### src/core/odc_pkg.sv
// Constants, field layouts and decode helpers for the output driver config bank
package odc_pkg;

  localparam int NUM_CLK  = 8;
  localparam int NUM_SREF = 7;
  localparam int MV_W     = 11;
  localparam int PS_W     = 12;

  // Clock output config offsets, order A0 A1 B0 B1 C D E0 E1
  localparam logic [7:0] OFS_CLK_CFG [NUM_CLK] = '{
    8'h24, 8'h25, 8'h34, 8'h35, 8'h45, 8'h54, 8'h64, 8'h65};
  // SYSREF offsets, order A0 A1 A2 B0 B1 C D
  localparam logic [7:0] OFS_SREF_DLY [NUM_SREF] = '{
    8'h28, 8'h29, 8'h2A, 8'h38, 8'h39, 8'h49, 8'h58};
  localparam logic [7:0] OFS_SREF_DRV [NUM_SREF] = '{
    8'h2C, 8'h2D, 8'h2E, 8'h3C, 8'h3D, 8'h4C, 8'h5C};
  localparam logic [7:0] OFS_CLK_EN_LO = 8'h74;
  localparam logic [7:0] OFS_CLK_EN_HI = 8'h75;
  localparam logic [7:0] OFS_SREF_EN   = 8'h76;

  // Driver config byte layout (clock and SYSREF share it)
  localparam int DRV_PD_BIT    = 7;
  localparam int DRV_BIAS_BIT  = 5;
  localparam int DRV_STYLE_BIT = 4;
  localparam int DRV_AMP_LSB   = 2;
  localparam logic [7:0] CLK_CFG_MASK  = 8'h9C;
  localparam logic [7:0] SREF_DRV_MASK = 8'hBC;

  // Delay / source byte layout
  localparam int DLY_FINE_LO_LSB = 5;
  localparam int DLY_MUX_BIT     = 4;
  localparam int DLY_COARSE_LSB  = 1;
  localparam int DLY_FINE_HI_BIT = 0;
  localparam logic [7:0] SREF_DLY_MASK = 8'h7F;

  // Enable bytes; bit index into {byte 0x75, byte 0x74} per clock output
  localparam logic [7:0] CLK_EN_LO_MASK = 8'hDB;
  localparam logic [7:0] CLK_EN_HI_MASK = 8'h03;
  localparam logic [3:0] CLK_EN_POS [NUM_CLK] = '{
    4'h7, 4'h6, 4'h4, 4'h3, 4'h1, 4'h0, 4'h8, 4'h9};
  localparam logic [2:0] SREF_EN_POS [NUM_SREF] = '{
    3'h7, 3'h6, 3'h5, 3'h4, 3'h3, 3'h2, 3'h0};
  localparam logic [7:0] SREF_EN_MASK = 8'hFF;

  // Reset values
  localparam logic [7:0] RST_CLK_CFG  = 8'h00;
  localparam logic [7:0] RST_SREF_DLY = 8'h10;
  localparam logic [7:0] RST_SREF_DRV = 8'h00;
  localparam logic [7:0] RST_EN       = 8'h00;

  // Analog figures
  localparam int SWING_STEP_MV  = 250;
  localparam int COARSE_STEP_PS = 255;
  localparam logic [PS_W-1:0] FINE_PS [8] = '{
    12'h000, 12'h019, 12'h032, 12'h04B,
    12'h055, 12'h06E, 12'h087, 12'h0A0};

  // Swing code to millivolts, same table for both formats
  function automatic logic [MV_W-1:0] swing_mv(input logic [1:0] code);
    swing_mv = MV_W'((int'(code) + 1) * SWING_STEP_MV);
  endfunction

endpackage

### src/core/odc_sref_if.sv
// Carrier between the register bank and one SYSREF output decoder
`timescale 1ns/1ns
`default_nettype none
interface odc_sref_if;
  import odc_pkg::*;
  logic [7:0]      dly_reg;
  logic [7:0]      drv_reg;
  logic            enable;
  logic            bias_sel;
  logic            source_sel;
  logic [PS_W-1:0] delay_ps;
  logic [MV_W-1:0] swing_mv_out;
  logic            format;
  logic            bias_on;
  logic            powerdown;
  logic            drive_on;

  modport regs (
    output dly_reg, drv_reg, enable, bias_sel,
    input  source_sel, delay_ps, swing_mv_out, format, bias_on,
    input  powerdown, drive_on
  );
  modport dec (
    input  dly_reg, drv_reg, enable, bias_sel,
    output source_sel, delay_ps, swing_mv_out, format, bias_on,
    output powerdown, drive_on
  );
endinterface
`default_nettype wire

### src/core/odc_sref_decode.sv
// Decoder from raw SYSREF register bytes to registered driver settings
`timescale 1ns/1ns
`default_nettype none
module odc_sref_decode (
  input wire logic clk,
  input wire logic rst_n,
  odc_sref_if.dec  sr
);
  import odc_pkg::*;

  logic [2:0]      coarse;
  logic [2:0]      fine;
  logic [PS_W-1:0] next_delay;

  // Fine code is split: two bits high in the byte, one at bit 0
  always_comb begin
    coarse = sr.dly_reg[DLY_COARSE_LSB +: 3];
    fine   = {sr.dly_reg[DLY_FINE_HI_BIT],
              sr.dly_reg[DLY_FINE_LO_LSB +: 2]};
    next_delay = PS_W'(int'(coarse) * COARSE_STEP_PS)
               + FINE_PS[fine];
  end

  // Registered outputs so the analog side sees glitch-free settings
  always_ff @(posedge clk or negedge rst_n) begin
    if (!rst_n) begin
      sr.source_sel   <= RST_SREF_DLY[DLY_MUX_BIT];
      sr.delay_ps     <= '0;
      sr.swing_mv_out <= swing_mv(RST_SREF_DRV[DRV_AMP_LSB +: 2]);
      sr.format       <= 1'b0;
      sr.bias_on      <= 1'b0;
      sr.powerdown    <= 1'b0;
      sr.drive_on     <= 1'b0;
    end else begin
      sr.source_sel   <= sr.dly_reg[DLY_MUX_BIT];
      sr.delay_ps     <= next_delay;
      sr.swing_mv_out <= swing_mv(sr.drv_reg[DRV_AMP_LSB +: 2]);
      sr.format       <= sr.drv_reg[DRV_STYLE_BIT];
      // Bias bit has no effect unless the global scheme selects it
      sr.bias_on      <= sr.bias_sel & sr.drv_reg[DRV_BIAS_BIT];
      sr.powerdown    <= sr.drv_reg[DRV_PD_BIT];
      sr.drive_on     <= sr.enable;
    end
  end
endmodule
`default_nettype wire

### src/core/odc_output_driver_config_regs.sv
// Output driver configuration register bank for clock and SYSREF outputs
//
// Overview of operation
// - Differential swing codes 00..11 give 250/500/750/1000 mV, reset 00.
// - Emitter-coupled format uses the same four swing amplitudes.
// - Format bit 0 (reset) is low-voltage differential, 1 emitter-coupled.
// - Enable bit 0 (reset) parks a clock output low, 1 lets it toggle.
// - Source select 0 routes channel clock, 1 (reset) central SYSREF.
// - Register contents set format, swing, power state and output states.
// - Power-down bit 0 (reset) powers a clock output up, 1 powers it down.
// - SYSREF coarse delay is the 3-bit code times 255 ps, code 000 none.
// - Fine codes 000..011 add 0, 25, 50, 75 ps on top of the coarse delay.
// - SYSREF bias bit takes effect only when the global scheme select is 1.
`timescale 1ns/1ns
`default_nettype none
module odc_output_driver_config_regs (
  input  wire logic                                         REF_CLK,
  input  wire logic                                         RESET_N,
  input  wire logic [7:0]                                   REG_ADDR,
  input  wire logic [7:0]                                   REG_WDATA,
  input  wire logic                                         REG_WR,
  input  wire logic                                         REG_RD,
  output logic      [7:0]                                   REG_RDATA,
  input  wire logic                                         BIAS_SCHEME_SEL,
  output logic      [odc_pkg::NUM_CLK-1:0][odc_pkg::MV_W-1:0]  CLK_SWING_MV,
  output logic      [odc_pkg::NUM_CLK-1:0]                  CLK_FORMAT,
  output logic      [odc_pkg::NUM_CLK-1:0]                  CLK_DRIVE_ON,
  output logic      [odc_pkg::NUM_CLK-1:0]                  CLK_POWERDOWN,
  output logic      [odc_pkg::NUM_SREF-1:0]                 SREF_SOURCE_SEL,
  output logic      [odc_pkg::NUM_SREF-1:0][odc_pkg::PS_W-1:0] SREF_DELAY_PS,
  output logic      [odc_pkg::NUM_SREF-1:0][odc_pkg::MV_W-1:0] SREF_SWING_MV,
  output logic      [odc_pkg::NUM_SREF-1:0]                 SREF_FORMAT,
  output logic      [odc_pkg::NUM_SREF-1:0]                 SREF_BIAS_ON,
  output logic      [odc_pkg::NUM_SREF-1:0]                 SREF_POWERDOWN,
  output logic      [odc_pkg::NUM_SREF-1:0]                 SREF_DRIVE_ON
);
  import odc_pkg::*;

  logic       rst_meta;
  logic       rst_n;
  logic [7:0] clk_cfg  [NUM_CLK];
  logic [7:0] sref_dly [NUM_SREF];
  logic [7:0] sref_drv [NUM_SREF];
  logic [7:0] clk_en_lo;
  logic [7:0] clk_en_hi;
  logic [7:0] sref_en;
  logic [15:0] clk_en_all;
  logic [7:0] next_rdata;

  // Reset release synchroniser; assertion stays asynchronous
  always_ff @(posedge REF_CLK or negedge RESET_N) begin
    if (!RESET_N) begin
      rst_meta <= 1'b0;
      rst_n    <= 1'b0;
    end else begin
      rst_meta <= 1'b1;
      rst_n    <= rst_meta;
    end
  end

  // Clock output config bytes, reserved bits masked on write
  genvar gc;
  generate
    for (gc = 0; gc < NUM_CLK; gc++) begin : g_clk_cfg
      always_ff @(posedge REF_CLK or negedge rst_n) begin
        if (!rst_n) begin
          clk_cfg[gc] <= RST_CLK_CFG;
        end else if (REG_WR && REG_ADDR == OFS_CLK_CFG[gc]) begin
          clk_cfg[gc] <= REG_WDATA & CLK_CFG_MASK;
        end
      end
    end
  endgenerate

  // SYSREF delay/source and driver bytes
  genvar gs;
  generate
    for (gs = 0; gs < NUM_SREF; gs++) begin : g_sref_cfg
      always_ff @(posedge REF_CLK or negedge rst_n) begin
        if (!rst_n) begin
          sref_dly[gs] <= RST_SREF_DLY;
        end else if (REG_WR && REG_ADDR == OFS_SREF_DLY[gs]) begin
          sref_dly[gs] <= REG_WDATA & SREF_DLY_MASK;
        end
      end
      always_ff @(posedge REF_CLK or negedge rst_n) begin
        if (!rst_n) begin
          sref_drv[gs] <= RST_SREF_DRV;
        end else if (REG_WR && REG_ADDR == OFS_SREF_DRV[gs]) begin
          sref_drv[gs] <= REG_WDATA & SREF_DRV_MASK;
        end
      end
    end
  endgenerate

  // Enable bytes shared by several outputs
  always_ff @(posedge REF_CLK or negedge rst_n) begin
    if (!rst_n) begin
      clk_en_lo <= RST_EN;
      clk_en_hi <= RST_EN;
      sref_en   <= RST_EN;
    end else if (REG_WR) begin
      if (REG_ADDR == OFS_CLK_EN_LO) begin
        clk_en_lo <= REG_WDATA & CLK_EN_LO_MASK;
      end
      if (REG_ADDR == OFS_CLK_EN_HI) begin
        clk_en_hi <= REG_WDATA & CLK_EN_HI_MASK;
      end
      if (REG_ADDR == OFS_SREF_EN) begin
        sref_en <= REG_WDATA & SREF_EN_MASK;
      end
    end
  end

  assign clk_en_all = {clk_en_hi, clk_en_lo};

  // Readback mux; unmapped and reserved positions read as zero, except unused bit 1 of the SYSREF enable byte
  always_comb begin
    next_rdata = 8'h00;
    for (int i = 0; i < NUM_CLK; i++) begin
      if (REG_ADDR == OFS_CLK_CFG[i]) begin
        next_rdata = clk_cfg[i];
      end
    end
    for (int i = 0; i < NUM_SREF; i++) begin
      if (REG_ADDR == OFS_SREF_DLY[i]) begin
        next_rdata = sref_dly[i];
      end
      if (REG_ADDR == OFS_SREF_DRV[i]) begin
        next_rdata = sref_drv[i];
      end
    end
    if (REG_ADDR == OFS_CLK_EN_LO) begin
      next_rdata = clk_en_lo;
    end
    if (REG_ADDR == OFS_CLK_EN_HI) begin
      next_rdata = clk_en_hi;
    end
    if (REG_ADDR == OFS_SREF_EN) begin
      next_rdata = sref_en;
    end
  end

  // Read data held until the next read so slow serial logic can shift it
  always_ff @(posedge REF_CLK or negedge rst_n) begin
    if (!rst_n) begin
      REG_RDATA <= 8'h00;
    end else if (REG_RD) begin
      REG_RDATA <= next_rdata;
    end
  end

  // Clock output decode, one stage of flops toward the drivers
  genvar gd;
  generate
    for (gd = 0; gd < NUM_CLK; gd++) begin : g_clk_dec
      always_ff @(posedge REF_CLK or negedge rst_n) begin
        if (!rst_n) begin
          CLK_SWING_MV[gd]  <= swing_mv(RST_CLK_CFG[DRV_AMP_LSB +: 2]);
          CLK_FORMAT[gd]    <= 1'b0;
          CLK_DRIVE_ON[gd]  <= 1'b0;
          CLK_POWERDOWN[gd] <= 1'b0;
        end else begin
          // Same table whichever format is chosen
          CLK_SWING_MV[gd]  <=
            swing_mv(clk_cfg[gd][DRV_AMP_LSB +: 2]);
          CLK_FORMAT[gd]    <= clk_cfg[gd][DRV_STYLE_BIT];
          // Low means the output stage parks at static logic low
          CLK_DRIVE_ON[gd]  <= clk_en_all[CLK_EN_POS[gd]];
          CLK_POWERDOWN[gd] <= clk_cfg[gd][DRV_PD_BIT];
        end
      end
    end
  endgenerate

  // SYSREF decoders, each fed through its own carrier
  genvar gr;
  generate
    for (gr = 0; gr < NUM_SREF; gr++) begin : g_sref_dec
      odc_sref_if sr_if ();

      assign sr_if.dly_reg  = sref_dly[gr];
      assign sr_if.drv_reg  = sref_drv[gr];
      assign sr_if.enable   = sref_en[SREF_EN_POS[gr]];
      assign sr_if.bias_sel = BIAS_SCHEME_SEL;

      odc_sref_decode u_dec (
        .clk   (REF_CLK),
        .rst_n (rst_n),
        .sr    (sr_if.dec)
      );

      assign SREF_SOURCE_SEL[gr] = sr_if.source_sel;
      assign SREF_DELAY_PS[gr]   = sr_if.delay_ps;
      assign SREF_SWING_MV[gr]   = sr_if.swing_mv_out;
      assign SREF_FORMAT[gr]     = sr_if.format;
      assign SREF_BIAS_ON[gr]    = sr_if.bias_on;
      assign SREF_POWERDOWN[gr]  = sr_if.powerdown;
      assign SREF_DRIVE_ON[gr]   = sr_if.drive_on;
    end
  endgenerate

endmodule
`default_nettype wire

### config.mk
export PLATFORM = sky130hd
export DESIGN_NAME = odc_output_driver_config_regs
export DESIGN_NICKNAME = d
export VERILOG_FILES = /design/src/core/odc_pkg.sv /design/src/core/odc_sref_if.sv /design/src/core/odc_sref_decode.sv /design/src/core/odc_output_driver_config_regs.sv
export SDC_FILE = /design/constraint.sdc
export NUM_CORES = 1
export LEC_CHECK = 0
export BUFFER_PORTS_ARGS = -buffer_cell sky130_fd_sc_hd__buf_2
export CORE_AREA = 2 2 287 147
export DETAILED_ROUTE_END_ITERATION = 10
export DIE_AREA = 0 0 289 149
export PLACE_DENSITY = 0.86
export SLEW_MARGIN = 20
export SYNTH_ARGS = -nofsm -noshare
export SYNTH_HDL_FRONTEND = slang
export SYNTH_HIERARCHICAL = 1
export SYNTH_SLANG_ARGS = --single-unit
### constraint.sdc
create_clock -name REF_CLK -period 21.7 [get_ports REF_CLK]
set_input_delay 4.34 -clock REF_CLK [delete_from_list [all_inputs] [get_ports REF_CLK]]
set_output_delay 4.34 -clock REF_CLK [all_outputs]
set_load 0.01 [all_outputs]
* After elaboration in Yosys (flattened, before gate mapping)
Memory sizes are Yosys's and may differ from the RTL's.
Cells that the tools add are included.
** Storage, ports and cells
- Flip-flop bits (word level) :: 435
- Memory bits (read-only) :: 672
- Output and inout port bits :: 316
- Word-level logic and storage cells :: 270
- Memories :: 7
** Memory list
- (no name shown) :: words 8, bits a word 12, read ports 1, clocked after Yosys merged registers in 0, write ports 0, line odc_sref_decode.sv:21 : + FINE_PS[fine];
- (no name shown) :: words 8, bits a word 12, read ports 1, clocked after Yosys merged registers in 0, write ports 0, line odc_sref_decode.sv:21
- (no name shown) :: words 8, bits a word 12, read ports 1, clocked after Yosys merged registers in 0, write ports 0, line odc_sref_decode.sv:21
- (no name shown) :: words 8, bits a word 12, read ports 1, clocked after Yosys merged registers in 0, write ports 0, line odc_sref_decode.sv:21
- (no name shown) :: words 8, bits a word 12, read ports 1, clocked after Yosys merged registers in 0, write ports 0, line odc_sref_decode.sv:21
- (no name shown) :: words 8, bits a word 12, read ports 1, clocked after Yosys merged registers in 0, write ports 0, line odc_sref_decode.sv:21
- +1 memories
** Cells by class
- $add $sub $neg :: 22
- Multiply operators :: 22
- $lt $le $gt $ge :: 7
- Equality and inequality tests :: 25
- Muxes and demuxes :: 39
- Bitwise gates (word level) :: 14
- Reductions and logical operators :: 25
** Operators with widths (count)
- 32-bit by 8-bit multiplier with 10-bit output, second input constant :: 7
- 8-bit 2-to-1 mux :: 25
- 12-bit 2-to-1 mux :: 14
- 8-bit by 6-bit equality test with 1-bit output, second input constant :: 14
- 8-bit by 7-bit equality test with 1-bit output, second input constant :: 11
- 12-bit adder :: 7
- 3-bit by 7-bit multiplier with 10-bit output, second input constant :: 8
- 3-bit by 8-bit multiplier with 11-bit output, second input constant :: 7
- 2-bit by 1-bit adder with 3-bit output, second input constant :: 15
- 4-bit greater-or-equal comparator, second input constant :: 7
- 3-bit NOT with 4-bit output :: 7
- 1-bit logical AND :: 22
- 1-bit bitwise AND :: 7
- 2-bit AND reduction :: 3

* Longest topological paths before layout
Gate-level depths: netlist of the first run.
- Word-level depth :: 26
- Gate-level depth with buffers :: 11
- Depth with buffers taken out :: 11

* Hierarchy
Netlist of the first run, hierarchy kept.
** Modules (own cells, without submodules)
- odc_output_driver_config_regs :: times used 1, cells each 956, area each 11895.2 sq um
- odc_sref_decode (g_sref_dec[3].u_dec ...) :: times used 3, cells each 151, area each 1739.2 sq um
- odc_sref_decode (g_sref_dec[0].u_dec ...) :: times used 2, cells each 154, area each 1747.9 sq um
- odc_sref_decode (g_sref_dec[2].u_dec) :: times used 1, cells each 154, area each 1756.7 sq um
- odc_sref_decode (g_sref_dec[1].u_dec) :: times used 1, cells each 147, area each 1742.9 sq um

* Worst setup path after synthesis of the first run
OpenSTA, ideal clock, no wires.
- Kind :: in2reg
- Start point :: input REG_ADDR[4]
- End point :: register REG_RDATA[4]
- Library setup time :: 126 ps
- Arrival :: 6135 ps
- Required time :: 21574 ps
- Setup slack :: 15439 ps
- Stages on the path :: 8
- Buffers on the path :: 2
- Path through :: buf_6 -> or4b_1 -> buf_6 -> or3_4 -> o22ai_2 -> o22ai_1 -> o2111a_1 -> o32a_1
** Between the ends
- Longest elaborated chain between the ends :: 26
- Elaborated cells on any way between the ends :: 50
- Classes of those cells :: eq/ne (25); mux (25)
** RTL lines
- start: declaration :: line odc_output_driver_config_regs.sv:19 : input wire logic [7:0] REG_ADDR,
- 8-bit by 6-bit equality test with 1-bit output :: line odc_output_driver_config_regs.sv:121 : if (REG_ADDR == OFS_CLK_CFG[i]) begin
- 8-bit 2-to-1 mux (8 in a row) :: line odc_output_driver_config_regs.sv:121
- 8-bit 2-to-1 mux :: line odc_output_driver_config_regs.sv:126 : if (REG_ADDR == OFS_SREF_DLY[i]) begin
- 8-bit 2-to-1 mux :: line odc_output_driver_config_regs.sv:129 : if (REG_ADDR == OFS_SREF_DRV[i]) begin
- 8-bit 2-to-1 mux :: line odc_output_driver_config_regs.sv:126
- 8-bit 2-to-1 mux :: line odc_output_driver_config_regs.sv:129
- 8-bit 2-to-1 mux :: line odc_output_driver_config_regs.sv:126
- 8-bit 2-to-1 mux :: line odc_output_driver_config_regs.sv:129
- [... 3 more ...]
- 8-bit 2-to-1 mux :: line odc_output_driver_config_regs.sv:129
- 8-bit 2-to-1 mux :: line odc_output_driver_config_regs.sv:126
- 8-bit 2-to-1 mux :: line odc_output_driver_config_regs.sv:129
- 8-bit 2-to-1 mux :: line odc_output_driver_config_regs.sv:126
- 8-bit 2-to-1 mux :: line odc_output_driver_config_regs.sv:129
- 8-bit 2-to-1 mux :: line odc_output_driver_config_regs.sv:133 : if (REG_ADDR == OFS_CLK_EN_LO) begin
- 8-bit 2-to-1 mux :: line odc_output_driver_config_regs.sv:136 : if (REG_ADDR == OFS_CLK_EN_HI) begin
- 8-bit 2-to-1 mux (*) :: line odc_output_driver_config_regs.sv:139 : if (REG_ADDR == OFS_SREF_EN) begin
- end signal: assignment :: line odc_output_driver_config_regs.sv:149 : REG_RDATA <= next_rdata;
- end: declaration :: line odc_output_driver_config_regs.sv:23 : output logic [7:0] REG_RDATA,
Mark *: on every way between the ends. The rest lies on a longest branch, timed or not.
A chain may end at the register's enable or synchronous reset.

* Worst setup path after layout of the first run
- Start point :: input REG_ADDR[2]
- End point :: register REG_RDATA[4]
The elaborated chain is that of the path after synthesis.

==> impl_metrics.env, run 1 <==
export IMPL_synth_xor_area_frac=0.05102
export IMPL_dp_cells=2805
export IMPL_cts_tree="done"
export IMPL_synth_commonest_cells="331 x dfrtp_1, 256 x ha_1, 210 x inv_1"
export IMPL_syn_area_um2=24110
export IMPL_fin_skew_ns=0.02019
export IMPL_critPathRequiredTime_ns=22.14
export IMPL_post_cts_setup_buffer_count=0
export IMPL_routedWlPerCell_um=21.00
export IMPL_finalMaxSlewViolations=0
export IMPL_path_class="in2reg"
export IMPL_synth_compound_area_frac=0.08480
export IMPL_synth_avg_cell_area_um2=11.95
export IMPL_synth_warnings=6
export IMPL_worst_setup_path_end_kind="flip-flop"
export IMPL_gp_congestion=0.9407
export IMPL_maxCapViolations=0
export IMPL_netlist_top_cells_area="dfrtp_1 34%, ha_1 13%, dfstp_2 11%"
export IMPL_totalWireLength_mm=60.43
export IMPL_final_util=0.6664
export IMPL_vias_per_cell=5.617
export IMPL_io_buffers=321
export IMPL_startpoint_type="primary input"
export IMPL_fp_dieW_um=289
export IMPL_hold_path_class="reg2async"
export IMPL_synthAdderAreaFrac=0.1960
export IMPL_synth_main_ff_cell="dfrtp_1"
export IMPL_ff_latch_area_um2=11020
export IMPL_synth_cell_type_count=92
export IMPL_tightestPinTransition_ns=0.9968
export IMPL_finalNetCount=2650
export IMPL_synth_seq_cells=435
export IMPL_rows=53
export IMPL_synth_edff_count=0
export IMPL_start_util=0.5883
export IMPL_yosysMostFrequentCell="dfrtp_1"
export IMPL_grt_util_all_layers=0.2815
export IMPL_place_hpwl_mm=44.97
export IMPL_synth_simple_area_share=0.07375
export IMPL_clock_root_buffer="clkbuf_16"
export IMPL_ant_nets=0
export IMPL_nFillCells=2937
export IMPL_hold_viol_final=0
export IMPL_fin_crit_sh=0.3051
export IMPL_yosysTopAreaCell="dfrtp_1"
export IMPL_dr_wl_met3_mm=4.553
export IMPL_final_min_clock_period_ns=6.621
export IMPL_cts_htree_levels=2
export IMPL_drive_gt1_frac=0.3076
export IMPL_power_leakage_nw=14.06
export IMPL_ys_seq_area_frac=0.4569
export IMPL_top_regs="g_sref_dec.u_dec/sr.delay_ps (84), CLK_SWING_MV (80), g_sref_dec.u_dec/sr.swing_mv_out (70)"
export IMPL_cts_sinks=435
export IMPL_crit_fanout=31
export IMPL_synth_top_family_by_area="adder cells"
export IMPL_die_h_um=149
export IMPL_p_per_area_nw_per_um2=71.71
export IMPL_grt_pass1_vias=16590
export IMPL_fin_setup_tns_ns=0
export IMPL_core_area_um2=40980
export IMPL_status="complete, no violations"
export IMPL_vdd_drop_max_uv=53.47
export IMPL_multi_input_area_um2=11750
export IMPL_clk_latency_ns=0.56
export IMPL_ys_async_sr_fraction=1.000
export IMPL_design_die_area_um2=43060
export IMPL_drt_initial_drc_count=1400
export IMPL_first_pass_iters=7
export IMPL_vias=16170
export IMPL_io_pins=337
export IMPL_met1_length_mm=27.13
export IMPL_instances_no_fill=2878
export IMPL_max_freq_mhz=151.0
export IMPL_grt_antenna_before_repair=2
export IMPL_met2_length_mm=27.48
export IMPL_area_delta_synth_final_pct=13.28
export IMPL_clk_pin_slew_ns=0.07
export IMPL_cts_buffers_inserted=40
export IMPL_rsz0062_at_grt="no"
export IMPL_maxUsedRoutingLayer="met5"
export IMPL_synthCells=2018
export IMPL_largest_reg_flops=84
export IMPL_post_route_drc_count=0
export IMPL_largest_register="g_sref_dec.u_dec/sr.delay_ps"
export IMPL_holdBufCountCts=0
export IMPL_setup_viol=0
export IMPL_total_power_mw=1.958
export IMPL_worstPathArrival_ns=7.06
export IMPL_grt_overflow_total=0
export IMPL_grt_start_max_net_pins=173
export IMPL_clock_path_buffers=3
export IMPL_diodes=0
export IMPL_slew_headroom=0.3337
export IMPL_synthMuxAreaShare=0.07884
export IMPL_cts_resized=0
export IMPL_synth_top_area_share=0.3436
export IMPL_grt_pass1_wl_mm=93.92
## path summary, 6_finish.rpt
check	startpoint	end	slack, ns	cells after the start
max	REG_ADDR[2]	REG_RDATA[4]	15.08	7
max reg2reg	g_sref_dec[1].sr_if.dly_reg[2]	g_sref_dec[1].u_dec/sr.delay_ps[10]	17.77	10
max in group asynchronous	RESET_N	rst_n	18.02	1
min reg2reg	rst_n	CLK_SWING_MV[86]	0.34	0
min	rst_n	CLK_SWING_MV[86]	0.34	0
min in group REF_CLK	rst_meta	rst_n	0.37	0
## cells in the final DEF (no fill, tap or decap), drive strengths merged, types with 5 or more instances in the layout
cell type,Yosys,layout
a22oi,16,16
dfstp,104,104
mux2,159,159
nor3,17,17
nor3b,6,6
o22ai,19,19
a21boi,5,5
fa,76,76
ha,256,256
conb,9,16
xor2,51,51
nand2,93,93
o21a,16,16
nand3,31,31
a21oi,61,61
a31o,5,5
xnor2,86,86
a41o,5,5
and2,22,22
a21o,31,31
mux2i,11,11
and3,6,6
o31a,7,7
dfrtp,331,331
nor2b,42,42
inv,210,214
a31oi,6,6
clkbuf,36,55
nor4bb,7,7
nor4,5,5
nor2,61,61
clkinv,0,7
o21ai,82,82
nor4b,5,5
buf,65,331
a221oi,8,8
## worst max-delay path, cell delays in order
cell      delay, ns
buf_2          0.56
nor3b_1        0.74
a21boi_0       0.24
o311ai_0       0.14
a221oi_1       0.55
nor3_1         0.14
o32a_1         0.34
## per-layer routing
| metal | global-route usage | up-vias |
|---|---|---|
| li1 | - | 7239 |
| met1 | 0.4076 | 8240 |
| met3 | 0.06101 | 91 |
| met2 | 0.4349 | 591 |
| met5 | 0 | - |
| met4 | 0.06881 | 4 |
## report_power, final
| part | switching [mW] | internal (mW) | total, mW |
|---|---|---|---|
| logic | 0.178 | 0.120 | 0.298 |
| clock network | 0.320 | 0.418 | 0.738 |
| registers | 0.0419 | 0.880 | 0.922 |
## final cells by class
cell class,instances,area share
tap,550,0.02520
timing repair buffer,331,0.06217
clock inverter,18,0.007239
inverter,210,0.02886
clock buffer,55,0.04284
multi-input combinational,1279,0.4302
sequential,435,0.4035
## logic make-up after synthesis
logic type,count (synthesis)
other cells,9
flops,435
buf+inv,311
xor+xnor,137
mux,170
fa+ha+maj,332
simple gates,320
compound gates,304
## stage by stage
step	hold slack [ns]	setup slack, ns	instance area [um^2]
after CTS	0.3695	15.27	27300
after global placement	0.3397	14.66	25930
after global routing	0.3818	15.08	27310
after floorplan	0.3312	8.860	24130
final	0.3405	15.08	27310
after detailed placement	0.3457	14.67	25930
Note: power is estimated with default switching activity, not from simulation.
==> run 2, diff against run 1 <==
CORE_AREA = 2 2 292 150   (was 2 2 287 147)
DIE_AREA = 0 0 294 152   (was 0 0 289 149)
PLACE_DENSITY = 0.84   (was 0.86)
clock period = 6.5 ns   (was 21.7 ns; I/O delays follow)
==> impl_metrics.env, run 2 (synthesized netlist as in run 1, its figures left out) <==
export IMPL_status="complete, no violations"
export IMPL_fin_skew_ns=0.01807
export IMPL_ff2ff_setup_slack_ns=2.49
export IMPL_crit_top_cell="fa_1"
export IMPL_mostFrequentLayoutCells="330 x dfrtp_1, 321 x buf_2, 256 x ha_1"
export IMPL_vias_per_cell=5.531
export IMPL_cts_buffers_inserted=40
export IMPL_tightestPinTransition_ns=1.086
export IMPL_clk_latency_ns=0.56
export IMPL_critPathTopFamily="adder cells"
export IMPL_reg2reg_depth=10
export IMPL_rr_startpoint="g_sref_dec[3].sr_if.dly_reg[2]"
export IMPL_cts_sinks=435
export IMPL_critPathMaxStageDelay_ns=0.69
export IMPL_vias=15990
export IMPL_rows=54
export IMPL_fin_ws_ns=2.495
export IMPL_crit_buf_inv=0
export IMPL_rsz0062_at_grt="no"
export IMPL_post_route_drc_count=0
export IMPL_r2r_end="g_sref_dec[3].u_dec/sr.delay_ps[10]"
export IMPL_cts_tree="done"
export IMPL_holdBufCountCts=0
export IMPL_die_h_um=152
export IMPL_drt_initial_drc_count=1270
export IMPL_min_from="rst_meta"
export IMPL_final_min_clock_period_ns=4.005
export IMPL_grt_start_max_net_pins=176
export IMPL_hold_path_class="reg2reg"
export IMPL_io_buffers=321
export IMPL_worstPathArrival_ns=4.42
export IMPL_grt_overflow_total=0
export IMPL_design_area_um2=27300
export IMPL_hold_viol_final=0
export IMPL_totalWireLength_mm=61.09
export IMPL_routedWlPerCell_um=21.13
export IMPL_mostFrequentLayoutCell="dfrtp_1"
export IMPL_largest_register="g_sref_dec.u_dec/sr.delay_ps"
export IMPL_place_hpwl_mm=45.09
export IMPL_clock_root_buffer="clkbuf_16"
export IMPL_crit_fanout=7
export IMPL_cts_htree_levels=2
export IMPL_start_util=0.5673
export IMPL_setup_viol=0
export IMPL_slowest_stage="dfrtp_1"
export IMPL_grt_pass1_vias=16530
export IMPL_intPower_mw=4.700
export IMPL_power_switching_mw=1.795
export IMPL_fin_crit_sh=0.6162
export IMPL_top_regs="g_sref_dec.u_dec/sr.delay_ps (84), CLK_SWING_MV (80), g_sref_dec.u_dec/sr.swing_mv_out (70)"
export IMPL_path_cells="fa_1 -> ha_1 -> fa_1 -> fa_1 -> ha_1 -> o21a_1 -> o31a_1 -> o22a_2 -> nand3_2 -> xor2_1"
export IMPL_clkPwrFrac=0.372
export IMPL_p_seq_frac=0.474
export IMPL_p_per_area_nw_per_um2=237.9
export IMPL_fin_setup_tns_ns=0
export IMPL_clk_pin_slew_ns=0.07
export IMPL_finalNetCount=2651
export IMPL_critPathRequiredTime_ns=6.92
export IMPL_path_class="reg2reg"
export IMPL_power_leakage_nw=14.06
export IMPL_dpl_cell_area_um2=25970
export IMPL_fp_dieW_um=294
export IMPL_switching_share=0.2764
export IMPL_worstHoldEndpoint="rst_n"
export IMPL_grt_pass1_wl_mm=96.17
export IMPL_io_pins=337
export IMPL_gp_congestion=0.9395
export IMPL_post_cts_setup_buffer_count=0
export IMPL_drive_gt1_frac=0.3057
export IMPL_cts_resized=0
export IMPL_grt_antenna_before_repair=3
export IMPL_comb_power_share=0.154
export IMPL_largest_reg_flops=84
export IMPL_ant_nets=0
export IMPL_design_die_area_um2=44690
export IMPL_maxCapViolations=0
export IMPL_startpoint_type="flip-flop"
export IMPL_hold_depth=0
export IMPL_area_delta_synth_final_pct=13.24
export IMPL_core_area_um2=42500
export IMPL_grt_util_all_layers=0.2743
export IMPL_vdd_drop_max_uv=189.6
export IMPL_clock_path_buffers=3
export IMPL_max_freq_mhz=249.7
export IMPL_finalMaxSlewViolations=0
export IMPL_slew_headroom=0.2762
export IMPL_first_pass_iters=6
export IMPL_pre_cts_slack_ns=2.539
export IMPL_worst_setup_path_end_kind="flip-flop"
-- run 2: changes by cell type in the layout (fill, tap and decap cells not counted) --
| cell | previous run | this run |
|---|---|---|
| clkinv_2 | 5 | 6 |
| buf_4 | 8 | 9 |
| inv_6 | 4 | 2 |
| clkbuf_8 | 7 | 8 |
| clkinv_8 | 0 | 1 |
| clkbuf_1 | 6 | 11 |
| buf_12 | 1 | 2 |
| buf_6 | 1 | 0 |
| diode_2 | 0 | 2 |
| clkbuf_16 | 42 | 40 |
| clkinvlp_4 | 4 | 0 |
-- run 2: power groups by stage --
| stage | Combinational, mW | Sequential, mW | Clock, mW |
|---|---|---|---|
| finish | 1.00 | 3.08 | 2.42 |
| global route | 1.10 | 3.10 | 2.58 |
| CTS | 1.00 | 3.08 | 2.46 |
| detailed placement | 0.992 | 3.12 | 0 |
| global placement | 0.956 | 3.12 | 0 |
| floorplan | 0.541 | 3.19 | 0 |
-- run 2: how the worst max path moves through the flow --
stage	start	cells after the start	to	slack (ns)
final	g_sref_dec[3].sr_if.dly_reg[2]	10	g_sref_dec[3].u_dec/sr.delay_ps[10]	2.49
after global routing	g_sref_dec[3].sr_if.dly_reg[2]	10	g_sref_dec[3].u_dec/sr.delay_ps[10]	2.35
after CTS	g_sref_dec[3].sr_if.dly_reg[2]	10	g_sref_dec[3].u_dec/sr.delay_ps[10]	2.55
after detailed placement	REG_ADDR[4]	5	g_sref_dec[0].sr_if.dly_reg[0]	2.54
after global placement	REG_ADDR[4]	5	g_sref_dec[1].sr_if.dly_reg[3]	2.58
after floorplan	rst_n	0	CLK_DRIVE_ON[0]	2.30
-- run 2: stage by stage --
stage	hold slack, ns	util	cells	power [mW]
2_1_floorplan	0.3312	-	2025	3.736
3_5_place_dp	0.3463	0.6110	2816	4.112
3_3_place_gp	0.3400	0.6110	2816	4.072
4_1_cts	0.3712	0.6421	2889	6.542
5_1_grt	0.3734	0.6423	2890	6.779
6_report	0.3678	0.6424	2891	6.495
-- run 2: routing by layer --
metal	track usage	routed length, um	share of wire	vias to the layer above
met3	0.06407	4593	0.075	110
met4	0.06414	1374	0.022	2
met1	0.4040	27800	0.46	8039
met2	0.4137	27310	0.45	594
li1	-	-	-	7244
met5	0	11	0.00018	-
-- run 2: cell type report --
cell class                 instances  area [um^2]
inverter                         210        788.3
fill                            3220        15200
clock inverter                    14        171.4
multi-input combinational       1279        11750
antenna                            2        5.005
tap                              560        700.7
timing repair buffer             332         1714
sequential                       435        11020
clock buffer                      59         1152
